`config.mk`:
```
export PLATFORM = sky130hd
export DESIGN_NAME = ebpm_port_mux
export DESIGN_NICKNAME = d
export VERILOG_FILES = /design/src/ebpm_pkg.sv /design/src/ebpm_pin_sync.sv /design/src/ebpm_port_mux.sv
export VERILOG_INCLUDE_DIRS = /design/src
export SDC_FILE = /design/constraint.sdc
export NUM_CORES = 1
export LEC_CHECK = 0
export BUFFER_PORTS_ARGS = -buffer_cell sky130_fd_sc_hd__buf_2
export CORE_ASPECT_RATIO = 0.9
export CORE_MARGIN = 2
export CORE_UTILIZATION = 51
export CTS_CLUSTER_DIAMETER = 120
export CTS_CLUSTER_SIZE = 14
export DETAILED_ROUTE_END_ITERATION = 6
export HOLD_SLACK_MARGIN = 0.06
export PLACE_DENSITY = 0.79
export SYNTH_ARGS = -nofsm -noshare
export SYNTH_HDL_FRONTEND = slang
export SYNTH_SLANG_ARGS = --single-unit
```
`constraint.sdc`:
```
create_clock -name sys_clk -period 1.6 [get_ports sys_clk]
set_clock_uncertainty 0.05 [all_clocks]
set_input_delay 0.16 -clock sys_clk [delete_from_list [all_inputs] [get_ports sys_clk]]
set_output_delay 0.16 -clock sys_clk [all_outputs]
set_load 0.02 [all_outputs]
```
`src/ebpm_defines.svh`:
```
// constants for the external bus port multiplexer
`ifndef EBPM_DEFINES_SVH
`define EBPM_DEFINES_SVH
`define EBPM_PORT_W 8
`define EBPM_CTL_W 3
`define EBPM_CTL_RW 0
`define EBPM_CTL_BHE 1
`define EBPM_CTL_ALE 2
`define EBPM_DIR_RESET 8'h00
`define EBPM_CTL_DIR_RESET 3'h0
`define EBPM_ADDR_CYCLES 2
`define EBPM_DATA_CYCLES 2
`endif

```
`src/ebpm_pkg.sv`:
```
// types for the external bus port multiplexer
`default_nettype none
package ebpm_pkg;
  typedef enum logic [1:0] {
    EBPM_MODE_SINGLE,
    EBPM_MODE_EXPAND,
    EBPM_MODE_MICRO
  } ebpm_mode_t;
  // bus request from the core
  typedef struct packed {
    logic valid;
    logic write;
    logic [23:0] addr;
    logic [15:0] wdata;
    logic word;
  } ebpm_req_t;
  // general port control from the core
  typedef struct packed {
    logic [7:0] dir_wr;
    logic [7:0] low_out;
    logic [7:0] mid_out;
    logic [7:0] upper_out;
    logic [2:0] ctl_out;
  } ebpm_gpio_t;
endpackage : ebpm_pkg
`default_nettype wire

```
`src/ebpm_pin_sync.sv`:
```
// three-flop pin synchroniser with second/third agreement
`default_nettype none
module ebpm_pin_sync #(
  parameter int W = 1
) (
  // clock and reset
  input wire logic sys_clk,
  input wire logic reset_n,
  // pins
  input wire logic [W-1:0] pin,
  output logic [W-1:0] level
);
  logic [W-1:0] s1;
  logic [W-1:0] s2;
  logic [W-1:0] s3;
  wire logic [W-1:0] agree = ~(s2 ^ s3);
  always_ff @(posedge sys_clk) begin
    if (!reset_n) begin
      s1 <= '0;
      s2 <= '0;
      s3 <= '0;
      level <= '0;
    end else begin
      s1 <= pin;
      s2 <= s1;
      s3 <= s2;
      level <= (agree & s3) | (~agree & level);
    end
  end
endmodule : ebpm_pin_sync
`default_nettype wire

```
`src/ebpm_port_mux.sv`:
```
// external bus interface and shared port multiplexer
// Operation
// - mode pin picks mode; low is single-chip
// - bus transfers only while strobe low
// - width pin low 16-bit, high 8-bit
// - single-chip low port is direction-programmable I/O
// - reset sets all port pins input
// - expansion modes drive address 7:0 low port
// - mid port data high byte, address otherwise
// - 8-bit bus: mid port address only
// - upper port data low byte, address 23:16
// - control port gives rw, bhe, ale
`include "ebpm_defines.svh"
`default_nettype none
module ebpm_port_mux (
  // clock and reset
  input wire logic sys_clk,
  input wire logic reset_n,
  // board straps
  input wire logic processor_mode_select,
  input wire logic micro_mode_select,
  input wire logic bus_width_select,
  // core side
  input wire ebpm_pkg::ebpm_req_t req,
  input wire ebpm_pkg::ebpm_gpio_t gpio,
  output logic req_ready,
  output logic done,
  output logic [15:0] rdata,
  output ebpm_pkg::ebpm_mode_t mode,
  output logic [7:0] low_in,
  output logic [7:0] mid_in,
  output logic [7:0] upper_in,
  output logic [2:0] ctl_in,
  // pins
  output logic bus_strobe_n,
  input wire logic [7:0] port_low_address_i,
  output logic [7:0] port_low_address_o,
  output logic [7:0] port_low_address_oe_n,
  input wire logic [7:0] port_mid_address_data_i,
  output logic [7:0] port_mid_address_data_o,
  output logic [7:0] port_mid_address_data_oe_n,
  input wire logic [7:0] port_upper_address_data_i,
  output logic [7:0] port_upper_address_data_o,
  output logic [7:0] port_upper_address_data_oe_n,
  input wire logic [2:0] port_bus_control_i,
  output logic [2:0] port_bus_control_o,
  output logic [2:0] port_bus_control_oe_n
);
  import ebpm_pkg::*;

  // ************************************
  // pin synchronisers
  // ************************************
  logic [2:0] strap;
  logic [26:0] pins;
  ebpm_pin_sync #(.W(3)) u_strap (
    .sys_clk(sys_clk),
    .reset_n(reset_n),
    .pin({processor_mode_select, micro_mode_select, bus_width_select}),
    .level(strap)
  );
  ebpm_pin_sync #(.W(27)) u_pins (
    .sys_clk(sys_clk),
    .reset_n(reset_n),
    .pin({port_low_address_i, port_mid_address_data_i, port_upper_address_data_i, port_bus_control_i}),
    .level(pins)
  );

  // ************************************
  // mode and width
  // ************************************
  // mode is taken each cycle from the filtered strap; boards tie it statically
  ebpm_mode_t next_mode;
  wire logic expand = (mode != EBPM_MODE_SINGLE);
  logic wide;
  always_comb begin
    next_mode = EBPM_MODE_SINGLE;
    if (strap[2])
      next_mode = strap[1] ? EBPM_MODE_MICRO : EBPM_MODE_EXPAND;
  end
  always_ff @(posedge sys_clk) begin
    if (!reset_n) begin
      mode <= EBPM_MODE_SINGLE;
      wide <= 1'b0;
    end else begin
      mode <= next_mode;
      wide <= ~strap[0];
    end
  end

  // ************************************
  // general port registers
  // ************************************
  logic [7:0] dir_low;
  logic [7:0] dir_mid;
  logic [7:0] dir_upper;
  logic [2:0] dir_ctl;
  logic [26:0] out_latch;
  // reset behaviour of the direction registers relies on reset held long enough
  always_ff @(posedge sys_clk) begin
    if (!reset_n) begin
      dir_low <= `EBPM_DIR_RESET;
      dir_mid <= `EBPM_DIR_RESET;
      dir_upper <= `EBPM_DIR_RESET;
      dir_ctl <= `EBPM_CTL_DIR_RESET;
      out_latch <= '0;
    end else begin
      dir_low <= gpio.dir_wr;
      dir_mid <= gpio.dir_wr;
      dir_upper <= gpio.dir_wr;
      dir_ctl <= gpio.dir_wr[2:0];
      out_latch <= {gpio.low_out, gpio.mid_out, gpio.upper_out, gpio.ctl_out};
    end
  end
  assign low_in = pins[26:19];
  assign mid_in = pins[18:11];
  assign upper_in = pins[10:3];
  assign ctl_in = pins[2:0];

  // ************************************
  // bus cycle sequencer
  // ************************************
  typedef enum logic [1:0] {
    S_IDLE,
    S_ADDR,
    S_DATA
  } ebpm_state_t;
  ebpm_state_t state;
  ebpm_state_t next_state;
  logic [1:0] cnt;
  logic [23:0] addr;
  logic [15:0] wdata;
  logic write;
  logic word;
  logic ale;
  wire logic take = (state == S_IDLE) && req.valid && expand;
  wire logic cnt_end = (cnt == 2'd0);
  assign req_ready = (state == S_IDLE) && expand;
  // lanes answer our own strobe on this clock; a pin filter would lag the strobe past its end
  wire logic [7:0] rd_hi = word ? port_mid_address_data_i : 8'h00;
  wire logic [7:0] rd_lo = port_upper_address_data_i;
  always_comb begin
    next_state = state;
    case (state)
      S_IDLE: if (take) next_state = S_ADDR;
      S_ADDR: if (cnt_end) next_state = S_DATA;
      S_DATA: if (cnt_end) next_state = S_IDLE;
      default: next_state = S_IDLE;
    endcase
  end
  always_ff @(posedge sys_clk) begin
    if (!reset_n) begin
      state <= S_IDLE;
      cnt <= 2'd0;
      addr <= '0;
      wdata <= '0;
      write <= 1'b0;
      word <= 1'b0;
      ale <= 1'b0;
      bus_strobe_n <= 1'b1;
      done <= 1'b0;
      rdata <= '0;
    end else begin
      state <= next_state;
      done <= 1'b0;
      ale <= 1'b0;
      if (take) begin
        addr <= req.addr;
        wdata <= req.wdata;
        write <= req.write;
        word <= req.word & wide;
        cnt <= 2'(`EBPM_ADDR_CYCLES - 1);
        ale <= 1'b1;
      end else if (state == S_ADDR && cnt_end) begin
        cnt <= 2'(`EBPM_DATA_CYCLES - 1);
        bus_strobe_n <= 1'b0;
      end else if (state == S_DATA && cnt_end) begin
        bus_strobe_n <= 1'b1;
        done <= 1'b1;
        // data sampled at the end of the strobe
        rdata <= {rd_hi, rd_lo};
      end else if (cnt != 2'd0) begin
        cnt <= cnt - 2'd1;
      end
    end
  end
  // ************************************
  // pin drivers
  // ************************************
  wire logic data_phase = ~bus_strobe_n;
  wire logic mid_data = wide & data_phase;
  wire logic [7:0] mid_bus_o = mid_data ? wdata[15:8] : addr[15:8];
  wire logic [7:0] upper_bus_o = data_phase ? wdata[7:0] : addr[23:16];
  // reads release the data lanes during the strobe
  wire logic [7:0] mid_bus_oe_n = {8{mid_data & ~write}};
  wire logic [7:0] upper_bus_oe_n = {8{data_phase & ~write}};
  wire logic [2:0] ctl_bus_o = {ale, ~word, ~write};
  assign port_low_address_o = expand ? addr[7:0] : out_latch[26:19];
  assign port_low_address_oe_n = expand ? 8'h00 : ~dir_low;
  assign port_mid_address_data_o = expand ? mid_bus_o : out_latch[18:11];
  assign port_mid_address_data_oe_n = expand ? mid_bus_oe_n : ~dir_mid;
  assign port_upper_address_data_o = expand ? upper_bus_o : out_latch[10:3];
  assign port_upper_address_data_oe_n = expand ? upper_bus_oe_n : ~dir_upper;
  assign port_bus_control_o = expand ? ctl_bus_o : out_latch[2:0];
  assign port_bus_control_oe_n = expand ? 3'h0 : ~dir_ctl;
endmodule : ebpm_port_mux
`default_nettype wire

```
After elaboration in Yosys (flattened, before gate mapping). Cells that the tools add are included.

Bitwise operators: 26. $add $sub $neg: 1. Equal/unequal tests: 6. Reductions and logical operators: 18. Mux-type cells: 24.

Operator list (number): $mux W8 (9); $and A27 B27 Y27 (2); $not A27 Y27 (2); $or A27 B27 Y27 (1); $xor A27 B27 Y27 (1); $not A3 Y3 (3); $mux W1 (8); $mux W2 (4); $not A1 Y1 (8); $not A8 Y8 (1); $reduce_and A2 Y1 (4); $and A3 B3 Y3 (2); $mux W3 (2); $ne A2 B2 Y1 const B (3); $pmux W2 S3 (1); $reduce_and A3 Y1 (2); $reduce_bool A2 Y1 (3); $logic_and A1 B1 Y1 (5); $and A1 B1 Y1 (4); $logic_not A2 Y1 (2); $ne A3 B3 Y1 const B (1); $or A3 B3 Y3 (1); $reduce_bool A3 Y1 (1); $reduce_or A3 Y1 (1); 4 further kinds (4).

Bits in registers: 226. Word-level logic and storage cells: 99.

Logic depth before layout (Yosys ltp).
Depth after elaboration: 5. Mapped depth: 8. Mapped depth without buffers: 5.

Hierarchy. A second synthesis with hierarchy kept.

Cells, all modules: 725. Area total of the unflattened synthesis: 7375.8 µm².

By module, submodules not included: ebpm_port_mux (instances 1, area an instance 3834.9 µm², cells each 413, seq. area each 2062.0 µm²); ebpm_pin_sync (u_pins) (instances 1, area an instance 3173.0 µm², cells each 281, seq. area each 2162.1 µm²); ebpm_pin_sync (u_strap) (instances 1, area an instance 367.9 µm², cells each 31, seq. area each 240.2 µm²).

Worst setup path before layout. OpenSTA, ideal clock, no wires.

Path kind: reg2out. Start: register mode[1]. End: output port port_low_address_oe_n[0]. Stages on the path, launching flop included: 6. Data arrival time: 1480 ps. Path buffers: 3. Path slack: -90 ps. Path through: dfxtp_1 or2_1 buf_6 clkbuf_1 nor2_1 buf_4.

Word-level cells in the longest chain between the ends: 2.

Ends and longest elaborated chain: start: declaration (RTL line ebpm_port_mux.sv:29) `output ebpm_pkg::ebpm_mode_t mode,`; start signal: assignment (RTL line ebpm_port_mux.sv:86) `mode <= next_mode;`; $reduce_bool A2 Y1 (RTL line ebpm_port_mux.sv:74) `wire logic expand = (mode != EBPM_MODE_SINGLE);`; $mux W8 (RTL line ebpm_port_mux.sv:199) `assign port_low_address_oe_n = expand ? 8'h00 : ~dir_low;`; end: declaration (RTL line ebpm_port_mux.sv:38) `output logic [7:0] port_low_address_oe_n,`.

Every way passes these cells.

Worst setup path after layout.
Start: register bus_strobe_n. End: output port port_upper_address_data_oe_n[6].

Word-level cells in the longest chain between the ends: 3.

Ends and longest elaborated chain: start: declaration (RTL line ebpm_port_mux.sv:35) `output logic bus_strobe_n,`; start signal: assignment (RTL line ebpm_port_mux.sv:160) `bus_strobe_n <= 1'b1;`; start signal: assignment (RTL line ebpm_port_mux.sv:176) `bus_strobe_n <= 1'b0;`; start signal: assignment (RTL line ebpm_port_mux.sv:178) `bus_strobe_n <= 1'b1;`; $not A1 Y1 (RTL line ebpm_port_mux.sv:190) `wire logic data_phase = ~bus_strobe_n;`; $and A1 B1 Y1 (RTL line ebpm_port_mux.sv:196) `wire logic [7:0] upper_bus_oe_n = {8{data_phase & ~write}};`; $mux W8 (RTL line ebpm_port_mux.sv:203) `assign port_upper_address_data_oe_n = expand ? upper_bus_oe_n : ~dir_upper;`; end: declaration (RTL line ebpm_port_mux.sv:44) `output logic [7:0] port_upper_address_data_oe_n,`.

Every way passes these cells.

==> impl_metrics.yaml <==
status:
  status: "finished, violations left"
  violations: "setup timing"
clock_tree:
  cts_num_sinks: 223
  clkLatencyLatePin_ps: 480
  numCtsBuffers: 19
  cts_buffer_depth: 3
  h-tree-depth: 1
  tritoncts: "done"
  root_buffer: "clkbuf_16"
  path_clk_slew_ps: 70
global_route:
  gr-usage-all-layers_pct: 25.5
  grt_max_degree: 139
  antenna_found_initial: 1
  grt_pass1_wl_um: 30700
  grt_overflow: 0
  grt_pass1_vias: 6311
floorplan:
  initial_core_util_pct: 52.0
  die_w_um: 130
  die_area_um2: 15200
  ioPinCount: 212
  rows: 41
  die_height_um: 117
  core-area_um2: 14000
placed_design:
  io_buffers: 211
  dp_hpwl_um: 10300
  post-place-ws_ps: -4.83
  gp_congestion: 0.723
  dpl-instance-area_um2: 8500
  dp.cells: 1089
synth:
  ys_ff_latch: 223
  ys.flop_type: "dfxtp_1"
  async_flop_share_pct: 0
  synth_area_um2: 7260
  avgSynthCellArea_um2: 10.1
  yosysSeqAreaShare_pct: 61.5
  syn-num-nets: 830
  synthDominantCellAreaShare_pct: 61.5
  ys_types: 33
  yosys.area.top_type: "dfxtp_1"
  post-synth-top-count-cell: "dfxtp_1"
  synth_cells: 719
  synth-edff-count: 0
  ys_top_cells_by_count: "dfxtp_1 (223), and2_1 (125), nand2_1 (84)"
  synth_warnings: 0
  synthTopCellsByArea: "dfxtp_1 (62%), and2_1 (11%), a22o_1 (4.9%)"
power:
  p_clk_share_pct: 36.3
  peakVddDrop_mv: 0.773
  p_total_w: 0.0109
  p_seq_share_pct: 53.2
  internal-power_w: 0.00844
  p_comb_share_pct: 10.5
  p_per_area_nw_per_um2: 993
  p_sw_share_pct: 22.6
  p_leak_nw: 4.77
  switchingPower_w: 0.00247
detailed_routing:
  wl_per_cell_um: 18.1
  firstDrtPassIters: 5
  drt_iter0_drc: 416
  avgViaCountPerCell: 5.24
  drc: 0
  drt-total-wl_um: 22400
  detail-route-antenna-nets: 0
  dr_total_vias: 6475
sta:
  worst_pin_slew_ps: 429
  period_needed_ps: 1890
  hold_viol: 0
  layout_setup_ws_ps: -285
  finalSetupViolCount: 56
  max_freq_mhz: 530
  period_share_pct: 118
  slew_violations: 0
  rsz0062_at_grt: "yes"
  max-slew-margin-rel_pct: 71.4
worst_setup_path:
  timing.rr.end: "wdata[9]"
  path_delay_family: "simple AND/OR/NAND/NOR gates"
  worstSetupPathType: "reg -> out"
  cp.required_ps: 1390
  crit_buf_inv: 2
  cp-end-kind: "primary output"
  timing.rr.start: "mode[1]"
  critical_path_arrival_ps: 1680
  ff2ff_path_depth: 6
  cpMaxStageDelayCell: "dfxtp_2"
  reg2reg_setup_slack_ps: -10
  slowest_delay_ps: 330
  cp-start-kind: "flip-flop"
  path_cells: "buf_8 -> nor2_2 -> nand2_2 -> o21ai_1 -> buf_4"
  path_max_fanout: 8
cells_and_area:
  fillers: 838
  multi_input_area_um2: 2880
  fin_util_pct: 78.7
  fin_cells: 1235
  area_delta_synth_final_pct: 51.3
  seqCellArea_um2: 4470
  fin_nets: 1153
  design_area_um2: 11000
  drive_gt1_share_pct: 32.5
min_path:
  hp-start: "reset_n"
  min_to: "ale"
  min_path_type: "in -> reg"
  worstHoldPathCells: 2
run:
  cap_violations: 0
==> worst max-delay path by stage <==
stage / start / depth (start not counted) / endpoint
2_1_floorplan: mode[1] / 5 / port_low_address_oe_n[2]
3_3_place_gp: cnt[0] / 5 / rdata[12]
3_5_place_dp: cnt[0] / 5 / rdata[14]
4_1_cts: mode[1] / 5 / port_bus_control_o[0]
5_1_grt: mode[1] / 4 / port_mid_address_data_oe_n[4]
6_report: bus_strobe_n / 5 / port_upper_address_data_oe_n[6]
==> metrics by stage <==
stage,TNS (ps),hold WS (ps)
floorplan,-1250,232
global placement,0,316
detailed placement,-4.83,319
CTS,-11750,157
global route,-14630,151
finish,-11400,167
==> placed cells by master, fill, tap and decap left out, types with 2 or more instances in the layout <==
cell,count
a31oi_1,2
nand3_1,9
dfxtp_1,219
and2_1,125
buf_6,41
o21ai_1,7
nand2_1,65
inv_1,3
buf_16,4
a22o_1,41
nor2_1,21
buf_2,158
buf_12,8
mux2i_4,4
nor2b_1,2
clkbuf_16,22
nand2_4,7
o21ai_4,2
and4_4,3
dlygate4sd3_1,108
buf_4,26
nor2_4,4
a21oi_1,41
mux2i_1,9
o21ai_2,22
mux2i_2,3
o21ai_0,40
nand2_2,12
nor2_2,9
nand2b_1,2
dfxtp_2,3
==> layer usage <==
layer | GRT usage (%) | part of all wire, %
met4 | 11.1 | 4.7
met3 | 6.18 | 6.6
met5 | 0 | 0
met2 | 46.3 | 51
met1 | 28.6 | 38
==> power by group through the flow <==
stage	Clock, W	Sequential [W]	Combinational (W)
floorplan	0	0.00589	0.000431
global placement	0	0.00590	0.000719
detailed placement	0	0.00591	0.000731
CTS	0.00401	0.00579	0.00102
global route	0.00424	0.00582	0.00122
finish	0.00396	0.00581	0.00114
==> logic make-up after synthesis <==
family	after synthesis	synth area share, %
AND/OR/NAND/NOR	266	18.8
flip-flops	223	61.5
AO/OA/AOI/OAI	160	13.6
buffers and inverters	53	3.71
multiplexers	16	2.21
adder cells (fa/ha/maj)	1	0.172
==> layout make-up <==
class / instances / share of cell area [%]
well taps: 193 / 2.20
inverters: 4 / 0.137
multi-input cells: 445 / 26.3
flip-flops and latches: 223 / 40.7
clock buffers: 20 / 4.36
repair buffers: 349 / 26.3
diodes: 1 / 0.0228
==> worst register-to-register path: cells and delay by family, from the launching register on <==
| kind | cells | cell delay [ps] |
|---|---|---|
| AND/OR/NAND/NOR | 1 | 330 |
| buffers and inverters | 3 | 520 |
| AO/OA/AOI/OAI | 2 | 310 |
| flip-flops | 1 | 340 |
==> timing repair <==
| item | 4_1_cts | 5_1_grt |
|---|---|---|
| hold buffers | 108 | 0 |
| setup endpoints to repair | 59 | 98 |
| gates cloned | 4 | 5 |
| setup buffers | 6 | 2 |
| hold endpoints to repair | 124 | 0 |
| resized for setup | 136 | 77 |
| pin swaps | 44 | 12 |
Power figures use the tool's default switching activity.
